==> src/hdl/mass_map.svh <==
// Constants for the auto set-up sequencer: function codes, status codes, timings.
// Assumes inclusion by bare name from the design files.
`ifndef MASS_MAP_SVH
`define MASS_MAP_SVH
// =====================================================================
// Function-select codes
`define MASS_FN_CLEAR      8'h00
`define MASS_FN_CONTINUE   8'h01
`define MASS_FN_ABORT      8'h02
`define MASS_FN_FULL_ALL   8'h0a
`define MASS_FN_FULL_LO    8'h0b
`define MASS_FN_FULL_HI    8'h0e
`define MASS_FN_CHECK_ALL  8'h14
`define MASS_FN_CHECK_LO   8'h15
`define MASS_FN_CHECK_HI   8'h18
`define MASS_FN_IDENT_ALL  8'h1e
`define MASS_FN_IDENT_LO   8'h1f
`define MASS_FN_IDENT_HI   8'h22
// =====================================================================
// Status codes
`define MASS_ST_IDLE       4'h0
`define MASS_ST_OK         4'h1
`define MASS_ST_PHASE_ONE  4'h2
`define MASS_ST_PHASE_TWO  4'h3
`define MASS_ST_NO_RELEASE 4'h4
`define MASS_ST_IDENT      4'h5
`define MASS_ST_BUSY_LOCAL 4'h6
`define MASS_ST_ERROR      4'h7
`define MASS_ST_ASYM_WARN  4'h8
`define MASS_ST_CFG_UNSUP  4'h9
`define MASS_ST_REJECTED   4'ha
// =====================================================================
// Set-selection masks and reset timing
`define MASS_SET_ALL       4'hf
`define MASS_RST_PULSE_NS  400
`define MASS_CLK_NS        100
`define MASS_RST_CYCLES    ((`MASS_RST_PULSE_NS + `MASS_CLK_NS - 1) / `MASS_CLK_NS)
`endif

==> src/hdl/mass_pkg.sv <==
// Types for the auto set-up sequencer.
// Assumes nothing beyond the constants header.
package mass_pkg;
  typedef enum logic [1:0] {
    MASS_OP_FULL,
    MASS_OP_CHECK,
    MASS_OP_IDENT
  } mass_op_type;

  typedef enum logic [3:0] {
    MASS_S_IDLE,
    MASS_S_CHECK,
    MASS_S_CALC,
    MASS_S_WAIT_REL,
    MASS_S_IDENT,
    MASS_S_WARN,
    MASS_S_STORE,
    MASS_S_DONE,
    MASS_S_FAIL,
    MASS_S_ABORT
  } mass_state_type;
endpackage

==> src/hdl/mass_task_if.sv <==
// Handshake between sequencer and its step engine.
// Assumes one clock domain.
interface mass_task_if;
  logic       start;
  logic [1:0] step;
  logic       done;
  logic       fail;
  logic       asym;
  modport seq (output start, output step, input done, input fail, input asym);
  modport eng (input start, input step, output done, output fail, output asym);
endinterface

==> src/hdl/mass_code_decode.sv <==
// Decodes a function-select code into operation and target set mask.
// Assumes a combinational consumer.
`include "mass_map.svh"
module mass_code_decode
  import mass_pkg::*;
(
  input  wire logic [7:0]  fnCode,
  output mass_op_type      fnOp,
  output logic [3:0]       fnSets,
  output logic             fnRun,
  output logic             fnValid
);
  function automatic logic [3:0] setMask(input logic [7:0] c, input logic [7:0] lo);
    logic [7:0] d;
    d = c - lo;
    setMask = 4'h1 << d[1:0];
  endfunction

  always_comb begin
    fnOp    = MASS_OP_FULL;
    fnSets  = `MASS_SET_ALL;
    fnRun   = 1'b0;
    fnValid = 1'b1;
    if (fnCode == `MASS_FN_FULL_ALL) begin
      fnRun = 1'b1; // [RULE4]
    end else if (fnCode >= `MASS_FN_FULL_LO && fnCode <= `MASS_FN_FULL_HI) begin
      fnRun  = 1'b1;
      fnSets = setMask(fnCode, `MASS_FN_FULL_LO); // [RULE5]
    end else if (fnCode == `MASS_FN_CHECK_ALL) begin
      fnRun = 1'b1;
      fnOp  = MASS_OP_CHECK; // [RULE6]
    end else if (fnCode >= `MASS_FN_CHECK_LO && fnCode <= `MASS_FN_CHECK_HI) begin
      fnRun  = 1'b1;
      fnOp   = MASS_OP_CHECK;
      fnSets = setMask(fnCode, `MASS_FN_CHECK_LO); // [RULE7]
    end else if (fnCode == `MASS_FN_IDENT_ALL) begin
      fnRun = 1'b1;
      fnOp  = MASS_OP_IDENT; // [RULE8]
    end else if (fnCode >= `MASS_FN_IDENT_LO && fnCode <= `MASS_FN_IDENT_HI) begin
      fnRun  = 1'b1;
      fnOp   = MASS_OP_IDENT;
      fnSets = setMask(fnCode, `MASS_FN_IDENT_LO); // [RULE9]
    end else if (fnCode != `MASS_FN_CLEAR && fnCode != `MASS_FN_CONTINUE &&
                 fnCode != `MASS_FN_ABORT) begin
      fnValid = 1'b0; // [RULE21]
    end
  end
endmodule

==> src/hdl/mass_step_engine.sv <==
// Step engine: hands each sequencer step to the external compute units
// and returns their completion. Assumes unit done/fail are pulses.
module mass_step_engine (
  input  wire logic   core_clk,
  input  wire logic   sys_rst,
  mass_task_if.eng    tsk,
  output logic [1:0]  unitStep,
  output logic        unitGo,
  input  wire logic   unitDone,
  input  wire logic   unitFail,
  input  wire logic   unitAsym
);
  logic busy_r;

  always_ff @(posedge core_clk or posedge sys_rst) begin
    if (sys_rst) begin
      busy_r <= 1'b0;
    end else if (tsk.start) begin
      busy_r <= 1'b1;
    end else if (unitDone || unitFail) begin
      busy_r <= 1'b0;
    end
  end

  always_ff @(posedge core_clk or posedge sys_rst) begin
    if (sys_rst) begin
      unitStep <= 2'h0;
      unitGo   <= 1'b0;
    end else begin
      unitGo <= tsk.start;
      if (tsk.start) begin
        unitStep <= tsk.step;
      end
    end
  end

  assign tsk.done = busy_r && unitDone && !unitFail;
  assign tsk.fail = busy_r && unitFail;
  assign tsk.asym = busy_r && unitDone && unitAsym;
endmodule

==> src/hdl/motor_auto_setup_sequencer.sv <==
// Auto set-up sequencer started by a host-written function-select code.
// Assumes host write strobe, release input and unit handshakes are synchronous.
// =====================================================================
// How it works
// RULE1 - Code 0 does nothing but clear the status.
// RULE2 - Code 1 acknowledges the warning and resumes the paused sequence.
// RULE3 - Code 2 stops the sequence and pulses a whole-inverter reset.
// RULE4 - Code 10 runs full set-up, stores into all four sets.
// RULE5 - Codes 11..14 run full set-up, store into set code minus ten.
// RULE6 - Code 20 checks rated motor data across all four sets.
// RULE7 - Codes 21..24 check rated data in set code minus twenty.
// RULE8 - Code 30 identifies, calculates, stores into all four sets.
// RULE9 - Codes 31..34 identify, calculate, store into set code minus thirty.
// RULE10 - A function starts at once on write when release is asserted.
// RULE11 - Status output is updated every cycle while running.
// RULE12 - Status reports ok when the sequence finishes without error.
// RULE13 - Status shows phase one while checking, phase two while calculating.
// RULE14 - Identification without release reports missing release and waits.
// RULE15 - Status shows identification while identification runs.
// RULE16 - A local keypad set-up blocks host starts; status shows already active.
// RULE17 - Any step failure puts status into the error state.
// RULE18 - Phase asymmetry reports a warning; continue code acknowledges it.
// RULE19 - Dropping release disables the power stage and halts identification.
// RULE20 - Unsupported drive configuration raises its own error status.
// RULE21 - Each status is a distinct small code; unknown codes are rejected.
`include "mass_map.svh"
module motor_auto_setup_sequencer
  import mass_pkg::*;
(
  input  wire logic        core_clk,
  input  wire logic        sys_rst,
  input  wire logic        fnWrite,
  input  wire logic [7:0]  fnCode,
  input  wire logic        controllerReleaseInput,
  input  wire logic        localSetupActive,
  input  wire logic        configSupported,
  output logic [1:0]       unitStep,
  output logic             unitGo,
  input  wire logic        unitDone,
  input  wire logic        unitFail,
  input  wire logic        unitAsym,
  output logic [3:0]       setupStatus,
  output logic [3:0]       storeSets,
  output logic             storeStrobe,
  output logic             powerStageEnable,
  output logic             inverterReset
);
  // ===================================================================
  // Decode and step engine
  mass_op_type    fnOp;
  logic [3:0]     fnSets;
  logic           fnRun;
  logic           fnValid;
  mass_task_if    tsk();

  mass_code_decode u_dec (
    .fnCode  (fnCode),
    .fnOp    (fnOp),
    .fnSets  (fnSets),
    .fnRun   (fnRun),
    .fnValid (fnValid)
  );

  mass_step_engine u_eng (
    .core_clk (core_clk),
    .sys_rst  (sys_rst),
    .tsk      (tsk),
    .unitStep (unitStep),
    .unitGo   (unitGo),
    .unitDone (unitDone),
    .unitFail (unitFail),
    .unitAsym (unitAsym)
  );

  // ===================================================================
  // Sequencer state
  mass_state_type state_r;
  mass_state_type state_nxt;
  mass_op_type    op_r;
  logic [3:0]     sets_r;
  logic [3:0]     status_r;
  logic [3:0]     status_nxt;
  logic [2:0]     rstCnt_r;
  logic           startGo;
  logic           inIdent;

  // Host starts are accepted only from idle or a finished state.
  logic seqIdle;
  assign seqIdle = (state_r == MASS_S_IDLE) || (state_r == MASS_S_DONE) ||
                   (state_r == MASS_S_FAIL);
  assign startGo = fnWrite && fnRun && seqIdle && !localSetupActive &&
                   configSupported && controllerReleaseInput; // [RULE10] [RULE16] [RULE20]
  assign inIdent = (state_r == MASS_S_IDENT);

  always_comb begin
    state_nxt  = state_r;
    status_nxt = status_r;
    tsk.start  = 1'b0;
    tsk.step   = 2'h0;
    case (state_r)
      MASS_S_IDLE, MASS_S_DONE, MASS_S_FAIL: begin
        if (fnWrite && fnCode == `MASS_FN_CLEAR) begin
          state_nxt  = MASS_S_IDLE;
          status_nxt = `MASS_ST_IDLE; // [RULE1]
        end else if (fnWrite && fnRun && localSetupActive) begin
          status_nxt = `MASS_ST_BUSY_LOCAL; // [RULE16]
        end else if (fnWrite && fnRun && !configSupported) begin
          state_nxt  = MASS_S_FAIL;
          status_nxt = `MASS_ST_CFG_UNSUP; // [RULE20]
        end else if (fnWrite && fnRun && !controllerReleaseInput) begin
          status_nxt = `MASS_ST_NO_RELEASE; // [RULE10]
        end else if (startGo) begin
          if (fnOp == MASS_OP_IDENT) begin
            state_nxt = MASS_S_CALC;
            status_nxt = `MASS_ST_PHASE_TWO; // [RULE13]
            tsk.start = 1'b1;
            tsk.step  = 2'h1;
          end else begin
            state_nxt  = MASS_S_CHECK;
            status_nxt = `MASS_ST_PHASE_ONE; // [RULE13]
            tsk.start  = 1'b1;
            tsk.step   = 2'h0;
          end
        end else if (fnWrite && !fnValid) begin
          status_nxt = `MASS_ST_REJECTED; // [RULE21]
        end
      end

      MASS_S_CHECK: begin
        if (tsk.fail) begin
          state_nxt  = MASS_S_FAIL;
          status_nxt = `MASS_ST_ERROR; // [RULE17]
        end else if (tsk.done) begin
          if (op_r == MASS_OP_CHECK) begin
            state_nxt  = MASS_S_DONE;
            status_nxt = `MASS_ST_OK; // [RULE12]
          end else begin
            state_nxt  = MASS_S_CALC;
            status_nxt = `MASS_ST_PHASE_TWO; // [RULE13]
            tsk.start  = 1'b1;
            tsk.step   = 2'h1;
          end
        end
      end

      MASS_S_CALC: begin
        if (tsk.fail) begin
          state_nxt  = MASS_S_FAIL;
          status_nxt = `MASS_ST_ERROR; // [RULE17]
        end else if (tsk.done) begin
          state_nxt  = MASS_S_WAIT_REL;
          status_nxt = `MASS_ST_NO_RELEASE;
        end
      end

      // Passes through one cycle of missing-release status even when release is present.
      MASS_S_WAIT_REL: begin
        if (controllerReleaseInput) begin
          state_nxt  = MASS_S_IDENT;
          status_nxt = `MASS_ST_IDENT; // [RULE15]
          tsk.start  = 1'b1;
          tsk.step   = 2'h2;
        end else begin
          status_nxt = `MASS_ST_NO_RELEASE; // [RULE14]
        end
      end

      MASS_S_IDENT: begin
        if (!controllerReleaseInput) begin
          state_nxt  = MASS_S_FAIL;
          status_nxt = `MASS_ST_ERROR; // [RULE19]
        end else if (tsk.fail) begin
          state_nxt  = MASS_S_FAIL;
          status_nxt = `MASS_ST_ERROR; // [RULE17]
        end else if (tsk.asym) begin
          state_nxt  = MASS_S_WARN;
          status_nxt = `MASS_ST_ASYM_WARN; // [RULE18]
        end else if (tsk.done) begin
          state_nxt = MASS_S_STORE;
        end
      end

      MASS_S_WARN: begin
        if (fnWrite && fnCode == `MASS_FN_CONTINUE) begin
          state_nxt  = MASS_S_STORE; // [RULE2] [RULE18]
          status_nxt = `MASS_ST_IDENT;
        end
      end

      MASS_S_STORE: begin
        state_nxt  = MASS_S_DONE;
        status_nxt = `MASS_ST_OK; // [RULE12]
      end

      MASS_S_ABORT: begin
        if (rstCnt_r == 3'h0) begin
          state_nxt  = MASS_S_IDLE;
          status_nxt = `MASS_ST_IDLE;
        end
      end

      default: begin
        state_nxt = MASS_S_IDLE;
      end
    endcase

    // Abort overrides every state except abort itself, including a running step.
    if (fnWrite && fnCode == `MASS_FN_ABORT && state_r != MASS_S_ABORT) begin
      state_nxt  = MASS_S_ABORT; // [RULE3]
      status_nxt = `MASS_ST_IDLE;
      tsk.start  = 1'b0;
    end
  end

  always_ff @(posedge core_clk or posedge sys_rst) begin
    if (sys_rst) begin
      state_r  <= MASS_S_IDLE;
      status_r <= `MASS_ST_IDLE;
    end else begin
      state_r  <= state_nxt;
      status_r <= status_nxt; // [RULE11]
    end
  end

  always_ff @(posedge core_clk or posedge sys_rst) begin
    if (sys_rst) begin
      op_r   <= MASS_OP_FULL;
      sets_r <= 4'h0;
    end else if (startGo) begin
      op_r   <= fnOp;
      sets_r <= fnSets; // [RULE4] [RULE5] [RULE6] [RULE7] [RULE8] [RULE9]
    end
  end

  always_ff @(posedge core_clk or posedge sys_rst) begin
    if (sys_rst) begin
      rstCnt_r <= 3'h0;
    end else if (state_nxt == MASS_S_ABORT && state_r != MASS_S_ABORT) begin
      rstCnt_r <= 3'(`MASS_RST_CYCLES - 1);
    end else if (rstCnt_r != 3'h0) begin
      rstCnt_r <= rstCnt_r - 3'h1;
    end
  end

  // ===================================================================
  // Outputs
  always_ff @(posedge core_clk or posedge sys_rst) begin
    if (sys_rst) begin
      storeStrobe      <= 1'b0;
      storeSets        <= 4'h0;
      powerStageEnable <= 1'b0;
      inverterReset    <= 1'b0;
    end else begin
      storeStrobe      <= (state_r == MASS_S_STORE);
      storeSets        <= (state_r == MASS_S_STORE) ? sets_r : 4'h0;
      // Power stage only runs during identification with release present.
      powerStageEnable <= (state_nxt == MASS_S_IDENT) && controllerReleaseInput; // [RULE19]
      inverterReset    <= (state_nxt == MASS_S_ABORT); // [RULE3]
    end
  end

  assign setupStatus = status_r;

  // ===================================================================
  // Assertions
  AST_CLEAR: assert property (@(posedge core_clk) disable iff (sys_rst) // [RULE1]
    (fnWrite && fnCode == `MASS_FN_CLEAR && seqIdle) |=> setupStatus == `MASS_ST_IDLE)
    else $error("clear code did not clear status");

  AST_ABORT_RST: assert property (@(posedge core_clk) disable iff (sys_rst) // [RULE3]
    (fnWrite && fnCode == `MASS_FN_ABORT && state_r != MASS_S_ABORT) |=> inverterReset)
    else $error("abort did not reset inverter");

  AST_START: assert property (@(posedge core_clk) disable iff (sys_rst) // [RULE10]
    (startGo && fnCode != `MASS_FN_ABORT) |=> unitGo)
    else $error("start did not launch a step");

  AST_NOREL_START: assert property (@(posedge core_clk) disable iff (sys_rst) // [RULE10]
    (fnWrite && fnRun && seqIdle && !controllerReleaseInput && !localSetupActive &&
     configSupported) |=> !unitGo)
    else $error("start without release");

  AST_LOCAL: assert property (@(posedge core_clk) disable iff (sys_rst) // [RULE16]
    (fnWrite && fnRun && seqIdle && localSetupActive) |=>
      (setupStatus == `MASS_ST_BUSY_LOCAL && !unitGo))
    else $error("host start ran during local set-up");

  AST_WAITREL: assert property (@(posedge core_clk) disable iff (sys_rst) // [RULE14]
    (state_r == MASS_S_WAIT_REL && !controllerReleaseInput && !fnWrite) |=>
      setupStatus == `MASS_ST_NO_RELEASE)
    else $error("missing release not reported");

  AST_POWER: assert property (@(posedge core_clk) disable iff (sys_rst) // [RULE19]
    powerStageEnable |-> $past(controllerReleaseInput))
    else $error("power stage on without release");

  AST_FAIL: assert property (@(posedge core_clk) disable iff (sys_rst) // [RULE17]
    (state_r == MASS_S_CHECK && tsk.fail && !fnWrite) |=> setupStatus == `MASS_ST_ERROR)
    else $error("failure not reported");

  AST_CONT: assert property (@(posedge core_clk) disable iff (sys_rst) // [RULE2]
    (state_r == MASS_S_WARN && fnWrite && fnCode == `MASS_FN_CONTINUE) |=> ##1 storeStrobe)
    else $error("continue did not resume");

  AST_CFG: assert property (@(posedge core_clk) disable iff (sys_rst) // [RULE20]
    (fnWrite && fnRun && seqIdle && !localSetupActive && !configSupported) |=>
      setupStatus == `MASS_ST_CFG_UNSUP)
    else $error("unsupported config not flagged");

  // Status follows the state: check, calculation and identification each show their own phase code.
  AST_CHECK_ST: assert property (@(posedge core_clk) disable iff (sys_rst) // [RULE13]
    (state_r == MASS_S_CHECK) |-> setupStatus == `MASS_ST_PHASE_ONE)
    else $error("check phase not reported");

  AST_CALC_ST: assert property (@(posedge core_clk) disable iff (sys_rst) // [RULE13]
    (state_r == MASS_S_CALC) |-> setupStatus == `MASS_ST_PHASE_TWO)
    else $error("calculation phase not reported");

  AST_IDENT_ST: assert property (@(posedge core_clk) disable iff (sys_rst) // [RULE15]
    inIdent |-> setupStatus == `MASS_ST_IDENT)
    else $error("identification not reported");

  // An abort in the store cycle overwrites the ok status, so it is left out.
  AST_STORE_OK: assert property (@(posedge core_clk) disable iff (sys_rst) // [RULE12]
    (state_r == MASS_S_STORE && !fnWrite) |=>
      (storeStrobe && setupStatus == `MASS_ST_OK))
    else $error("store without ok status");

  AST_REJECT: assert property (@(posedge core_clk) disable iff (sys_rst) // [RULE21]
    (fnWrite && !fnValid && seqIdle) |=> (setupStatus == `MASS_ST_REJECTED && !unitGo))
    else $error("unknown code not rejected");

  COV_FULL: cover property (@(posedge core_clk) disable iff (sys_rst)
    state_r == MASS_S_STORE && op_r == MASS_OP_FULL);

  COV_CHECK: cover property (@(posedge core_clk) disable iff (sys_rst)
    state_r == MASS_S_CHECK && op_r == MASS_OP_CHECK ##1 state_r == MASS_S_DONE);

  COV_WARN: cover property (@(posedge core_clk) disable iff (sys_rst)
    state_r == MASS_S_WARN ##1 state_r == MASS_S_STORE);

  COV_ABORT: cover property (@(posedge core_clk) disable iff (sys_rst) inverterReset);
endmodule

==> config.mk <==
export PLATFORM = sky130hd
export DESIGN_NAME = motor_auto_setup_sequencer
export DESIGN_NICKNAME = d
export VERILOG_FILES = /design/src/hdl/mass_pkg.sv /design/src/hdl/mass_task_if.sv /design/src/hdl/mass_code_decode.sv /design/src/hdl/mass_step_engine.sv /design/src/hdl/motor_auto_setup_sequencer.sv
export VERILOG_INCLUDE_DIRS = /design/src /design/src/hdl
export SDC_FILE = /design/constraint.sdc
export NUM_CORES = 1
export LEC_CHECK = 0
export BUFFER_PORTS_ARGS = -buffer_cell sky130_fd_sc_hd__buf_2
export CAP_MARGIN = 25
export CELL_PAD_IN_SITES_DETAIL_PLACEMENT = 1
export CELL_PAD_IN_SITES_GLOBAL_PLACEMENT = 2
export CORE_ASPECT_RATIO = 0.9
export CORE_MARGIN = 2
export CORE_UTILIZATION = 36
export CTS_CLUSTER_DIAMETER = 100
export DETAILED_ROUTE_END_ITERATION = 6
export GPL_TIMING_DRIVEN = 0
export PLACE_DENSITY = 0.95
export SETUP_SLACK_MARGIN = 0.02
export SKIP_LAST_GASP = 1
export SLEW_MARGIN = 25
export SYNTH_ARGS = -nofsm -noshare
export SYNTH_HDL_FRONTEND = slang
export SYNTH_SLANG_ARGS = --single-unit
==> constraint.sdc <==
create_clock -name core_clk -period 6.4 [get_ports core_clk]
set_input_delay 1.28 -clock core_clk [delete_from_list [all_inputs] [get_ports core_clk]]
set_output_delay 1.28 -clock core_clk [all_outputs]
set_load 0.005 [all_outputs]
; Yosys cells after proc, flatten, opt, wreduce, memory -nomap -nowiden
; Index checks and enable logic that the tools add are counted.
[totals]
regBits = 28
in_bits = 17
out_inout_bits = 14
elab_cells = 186
[op_classes]
addsub = 4
magnitude_cmp = 6
n_eq_ne = 27
shift = 3
n_mux = 92
n_reduce_logical = 42
[ops]
columns = cell, count
row1 = 2-to-1 mux 4 bit, 40
row2 = case mux 4 bit (8 select lines), 2
row3 = 2-to-1 mux 1 bit, 36
row4 = logical AND 1 bit, 24
row5 = equality test 4 x 3 -> 1 bit (second input constant), 5
row6 = 2-to-1 mux 2 bit, 9
row7 = equality test 8 x 5 -> 1 bit (second input constant), 2
row8 = greater-or-equal comparator 8 x 5 -> 1 bit (second input constant), 2
row9 = equality test 4 bit (second input constant), 3
row10 = inequality test 4 bit (second input constant), 3
row11 = << shifter 1 x 2 -> 4 bit (first input constant), 3
row12 = 2-to-1 mux 3 bit, 3
row13 = nonzero test 9 bit, 1
row14 = equality test 4 x 2 -> 1 bit (second input constant), 2
row15 = equality test 8 x 1 -> 1 bit (second input constant), 1
row16 = equality test 8 x 2 -> 1 bit (second input constant), 1
row17 = equality test 8 x 4 -> 1 bit (second input constant), 1
row18 = greater-or-equal comparator 8 x 4 -> 1 bit (second input constant), 1
row19 = less-or-equal comparator 8 x 4 -> 1 bit (second input constant), 1
row20 = less-or-equal comparator 8 x 5 -> 1 bit (second input constant), 1
row21 = less-or-equal comparator 8 x 6 -> 1 bit (second input constant), 1
row22 = logical NOT 8 bit, 1
row23 = inequality test 8 x 1 -> 1 bit (second input constant), 1
row24 = inequality test 8 x 2 -> 1 bit (second input constant), 1
row25 = other kinds (20), 29

; Depth between registers and ports, before layout
[logic_depth]
word_depth = 23
mapped_depth = 8
mapped_depth_nobuf = 8

; Modules after synthesis
; A second synthesis with hierarchy kept.
[unflattened]
hier_cells = 268
hier_area_um2 = 2317.2
[modules_own_cells]
columns = mod, n_inst, cells_per_inst, area_each_um2, seq_area_each_um2
row1 = motor_auto_setup_sequencer, 1, 197, 1715.4, 600.6
row2 = mass_code_decode, 1, 58, 436.7, 0.0
row3 = mass_step_engine, 1, 13, 165.2, 100.1

; Worst setup path before layout
; No wires, ideal clock.
[synth_timing]
path_kind = input -> register
start = in fnCode[3]
end = reg status_r[1], in the netlist setupStatus[1]
setup_time_ps = 128
arrival_time_ps = 3141
required_time_ps = 6272
setup_slack_ps = 3131
cell_stages = 8
n_path_buf = 1
cell_sequence = buf_2 > nand2_1 > or4_4 > a211o_4 > a211oi_1 > o21ai_1 > o211ai_2 > mux2_1
[synth_via]
elab_chain_cells = 20
word_cells_on_any_way = 62
cone_classes = 6 x order compare / 13 x eq/ne / 20 x mux / 23 x reduce/logical
[synth_lines]
columns = item, line_no
row1 = start: declaration, motor_auto_setup_sequencer.sv:33  ; input wire logic [7:0] fnCode,
row2 = greater-or-equal comparator 8 x 5 -> 1 bit (no line) or less-or-equal comparator 8 x 6 -> 1 bit (tied branches), n/a
row3 = logical AND 1 bit (no line), n/a
row4 = 2-to-1 mux 1 bit, mass_code_decode.sv:39  ; end else if (fnCode >= `MASS_FN_IDENT_LO && fnCode <= `MASS_FN_IDENT_HI) begin
row5 = 2-to-1 mux 1 bit, mass_code_decode.sv:36  ; end else if (fnCode == `MASS_FN_IDENT_ALL) begin
row6 = 2-to-1 mux 1 bit, mass_code_decode.sv:32  ; end else if (fnCode >= `MASS_FN_CHECK_LO && fnCode <= `MASS_FN_CHECK_HI) begin
row7 = 2-to-1 mux 1 bit, mass_code_decode.sv:29  ; end else if (fnCode == `MASS_FN_CHECK_ALL) begin
row8 = 2-to-1 mux 1 bit, mass_code_decode.sv:26  ; end else if (fnCode >= `MASS_FN_FULL_LO && fnCode <= `MASS_FN_FULL_HI) begin
row9 = 2-to-1 mux 1 bit, mass_code_decode.sv:24  ; if (fnCode == `MASS_FN_FULL_ALL) begin
row10 = (+4 left out), n/a
row11 = logical AND 1 bit, motor_auto_setup_sequencer.sv:92  ; configSupported && controllerReleaseInput;
row12 = 2-to-1 mux 4 bit, motor_auto_setup_sequencer.sv:112  ; end else if (startGo) begin
row13 = 2-to-1 mux 4 bit, motor_auto_setup_sequencer.sv:110  ; end else if (fnWrite && fnRun && !controllerReleaseInput) begin
row14 = 2-to-1 mux 4 bit, motor_auto_setup_sequencer.sv:107  ; end else if (fnWrite && fnRun && !configSupported) begin
row15 = 2-to-1 mux 4 bit, motor_auto_setup_sequencer.sv:105  ; end else if (fnWrite && fnRun && localSetupActive) begin
row16 = 2-to-1 mux 4 bit, motor_auto_setup_sequencer.sv:102  ; if (fnWrite && fnCode == `MASS_FN_CLEAR) begin
row17 = case mux 4 bit (8 select lines), motor_auto_setup_sequencer.sv:100  ; case (state_r)
row18 = 2-to-1 mux 4 bit, motor_auto_setup_sequencer.sv:208  ; if (fnWrite && fnCode == `MASS_FN_ABORT && state_r != MASS_S_ABORT) begin
row19 = end signal: assignment, motor_auto_setup_sequencer.sv:218  ; status_r <= `MASS_ST_IDLE;
row20 = end signal: assignment, motor_auto_setup_sequencer.sv:221  ; status_r <= status_nxt;
row21 = end: declaration, motor_auto_setup_sequencer.sv:81  ; logic [3:0] status_r;
; Parallel ways exist; a longest one is shown, timed or not.
; A chain may end at the register's enable or synchronous reset.

; Final worst setup path
[layout_timing]
start = in fnCode[2]
end = reg status_r[2], in the netlist setupStatus[2]
; Same word-level chain as after synthesis.

==> parameters.txt <==
Parameter                              Value

Min path
  Worst Min Path Start    sets_r[2]
  HP Class    reg -> reg

Layout
  Count of inserted antenna diode cells    0
  Relative area change from synthesis to final layout    14.20%
  Layout cells sized above 1    16.38%
  Final core utilization    42.02%
  Number of nets in the layout    313

Logic synthesis
  Unique cell type count in the Yosys netlist    59
  Synthesized cell area    2071 um2
  Largest area contributor in the netlist    dfrtp_1
  Async S/R FF share, synth    100.0%
  Synth top area cells    dfrtp_1 34%, nand2_1 6.9%, a21oi_1 6.0%, o21ai_0 5.6%, nor2_1 3.6%
  Share of cell area taken by muxes after synthesis    4.169%
  Dominant combinational cell family by area after synthesis    compound AO/OA/AOI/OAI gates
  Top-count cell post-synth    nand2_1
  Ranking of synthesized cells by instance count    38 x nand2_1, 28 x dfrtp_1, 25 x a21oi_1
  Number of flip-flops and latches in the synthesized netlist    28
  Synth top area share    33.84%
  Number of warnings printed during yosys synthesis    0
  Synthesized netlist net count    281
  Gate count after technology mapping    262
  Compound-cell area share of the yosys netlist    27.92%
  Sequential fraction of the synthesis area    33.84%
  Adder and majority cell fraction of the synthesized area    1.208%
  XOR/XNOR Fraction of Synth Area    0.8459%
  EDFF count, synth    0
  Leading register cell type out of synthesis    dfrtp_1
  Share of synthesized cell area in and, or, nand and nor gates    27.37%
  Average cell area after synthesis    7.904 um2

Pwr
  Part of the power in the clock network    16.1%
  Internal power    0.4885 mW
  Leak pwr    1.074 nW
  Power share of the combinational group    56.4%
  Switching power summed over all nets    0.3906 mW
  Fraction of power consumed by sequential logic    27.5%
  Power per cell area    371.8 nW/um2
  Worst IR Drop VDD    0.0001798 V
  Sw Share    44.43%

Global routing
  GRT Overall Usage    20.70%
  Largest net degree at the start of global routing    29
  Global-route wire length before repair    10,960 um
  Initial antenna violation count    0
  Total congestion overflow    0
  Via count of the first global-routing pass    2,122

Routing
  Vias post-DR    2,088
  Number of detailed-route iterations in the first pass    4
  Number of antenna-violating nets in the routed design    0
  First-iteration detailed-routing DRC count    185
  Routed WL per cell    17.35 um
  DR vias/cell    5.752
  DRC violation count after routing    0
  Wirelength, routed    6299 um

STA
  Tightest slew margin relative to the limit    40.53%
  Tcrit/Tclk final    52.41%
  Worst clock skew on the final layout    0.006795 ns
  RSZ-0062 raised after global routing    no
  Maximum clock frequency    298.1 MHz
  Total of endpoints with negative setup slack in the final report    0
  Total Neg Setup Slack    0 ns
  Post-route minimum period    3.354 ns
  Count of final max-slew check failures    0
  Total count of hold-check failures in the final report    0
  Least-Margin Pin Slew    0.8879 ns

Place
  Total half-perimeter wirelength after legalization and detailed placement    4746 um
  PortBufs    27
  Routability congestion estimate    0.8661

Clock network
  Number of cells upsized or downsized after cts    0
  Max clock buf depth    2
  CTS hold repair buffers    0
  Number of sinks handled by clock tree synthesis    28
  Clock tree from TritonCTS    built
  Worst skew pair latency    0.28 ns
  Clock input transition at the sequential cells of the worst setup and hold paths    0.10 ns
  Root buffer cell    clkbuf_8
  Number of buffers added by the clock tree synthesis step    3
  Post-CTS setup repair buffer count    0
  Htree depth    1

Setup path
  Peak per-stage delay on the critical path    0.43 ns
  Cell chain of the critical path    buf_2 -> nor3_1 -> nand3_1 -> a211o_4 -> a211oi_1 -> o21ai_1 -> o211ai_2 -> mux2_1
  Required time at the worst-slack endpoint    6.57 ns
  Crit Path Class    in -> reg
  Worst Path Buf+Inv    1
  Crit-path slowest cell    a211o_4
  Critical path startpoint category    input pin
  Family with the most delay on the worst path    compound AO/OA/AOI/OAI gates
  Setup crit start    fnCode[2]
  Crit path capture type    flip-flop
  Worst-path maximum fanout    9
  FF-to-FF Start    state_r[0]
  Worst endpoint data arrival time    3.53 ns

Floorplan
  Die Outline Area    6376 um2
  Vert. Die Dim    75.95 um
  Num rows    26
  Die boundary width    83.95 um
  Placeable core region    5628 um2
  I/O pin cnt    31
  Initial Util    36.79%

Job
  Maximum Capacitance Violations    0

Run status
  Status    finished clean
-- layout by cell type, fill, tap and decap left out, types with 4 or more instances in the layout --
master    count
buf_2        29
nor3_1        9
dfrtp_1      28
nand3_1      12
nand2_1      38
and2_1        5
nand2b_1      6
a21oi_1      25
inv_1        10
mux2_1        4
o21ai_0      23
clkbuf_1      7
nor2_1       20
nor2b_1       7
-- kinds of logic after synthesis --
family                     count (synthesis)
and+or+nand+nor                          113
buffers and inverters                     23
adders and majority gates                  2
xor gates and xnor gates                   2
DFF                                       28
muxes                                      8
AOI/OAI and AO/OA                         86
-- through the flow --
step	instance area [um2]	cells	worst slack [ns]	hold slack, ns	total power [mW]
after floorplan	2071	262	3.131	0.4418	0.5972
after global placement	2293	359	2.840	0.4552	0.7200
after detailed placement	2293	359	2.757	0.4621	0.7362
after CTS	2365	363	3.061	0.4854	0.8805
after global routing	2365	363	2.874	0.5152	0.9617
final	2365	363	3.046	0.4788	0.8791
-- power by group through the flow --
stage               Combinational, mW  Clock [mW]  Sequential [mW]
floorplan                       0.354           0            0.243
global placement                0.477           0            0.243
detailed placement              0.490           0            0.246
CTS                             0.492       0.146            0.243
global route                    0.558       0.154            0.249
finish                          0.496       0.142            0.242
-- worst register-to-register path, delay by kind of cell, from the launching register on --
family / cells / cell delay [ns]
AOI/OAI and AO/OA: 3 / 0.59
and+or+nand+nor: 4 / 1.30
buffers and inverters: 1 / 0.31
DFF: 1 / 0.33
-- final cells by class --
type                    count  area (um2)
fillers                   720        3263
multi-input cells         211        1274
flip-flops and latches     28       700.7
repair buffers             27       135.1
well taps                  70       87.58
plain buffers              11       51.30
inverters                  12       45.04
clock buffers               3       41.29
clock inverters             1       30.03
-- state kept, by name, summed over array words and instances, names as in the netlist --
signal and flops:
sets_r 4, setupStatus 4, state_r 4, storeSets 4, rstCnt_r 3, op_r 2, u_eng.unitStep 2, inverterReset 1
powerStageEnable 1, storeStrobe 1, u_eng.busy_r 1, u_eng.unitGo 1
-- final timing paths --
| check | slack [ns] | endpoint | cells past startpoint |
|---|---|---|---|
| max in group asynchronous | 4.92 | state_r[3] | 2 |
| hold / removal | 0.48 | sets_r[2] | 2 |
| hold reg to reg | 0.48 | sets_r[2] | 2 |
| setup / recovery | 3.05 | setupStatus[2] | 8 |
| setup reg to reg | 3.76 | powerStageEnable | 8 |
| min in group asynchronous | 1.07 | setupStatus[0] | 2 |
-- routing by layer --
| layer | track usage (%) | part of all wire (%) | vias up |
|---|---|---|---|
| li1 | - | - | 1016 |
| met1 | 31.61 | 50 | 1022 |
| met2 | 32.32 | 46 | 48 |
| met3 | 2.288 | 3.7 | 2 |
| met4 | 2.742 | 0.46 | 0 |
| met5 | 0 | 0 | - |
No activity file was read; power rests on OpenSTA's default activity.
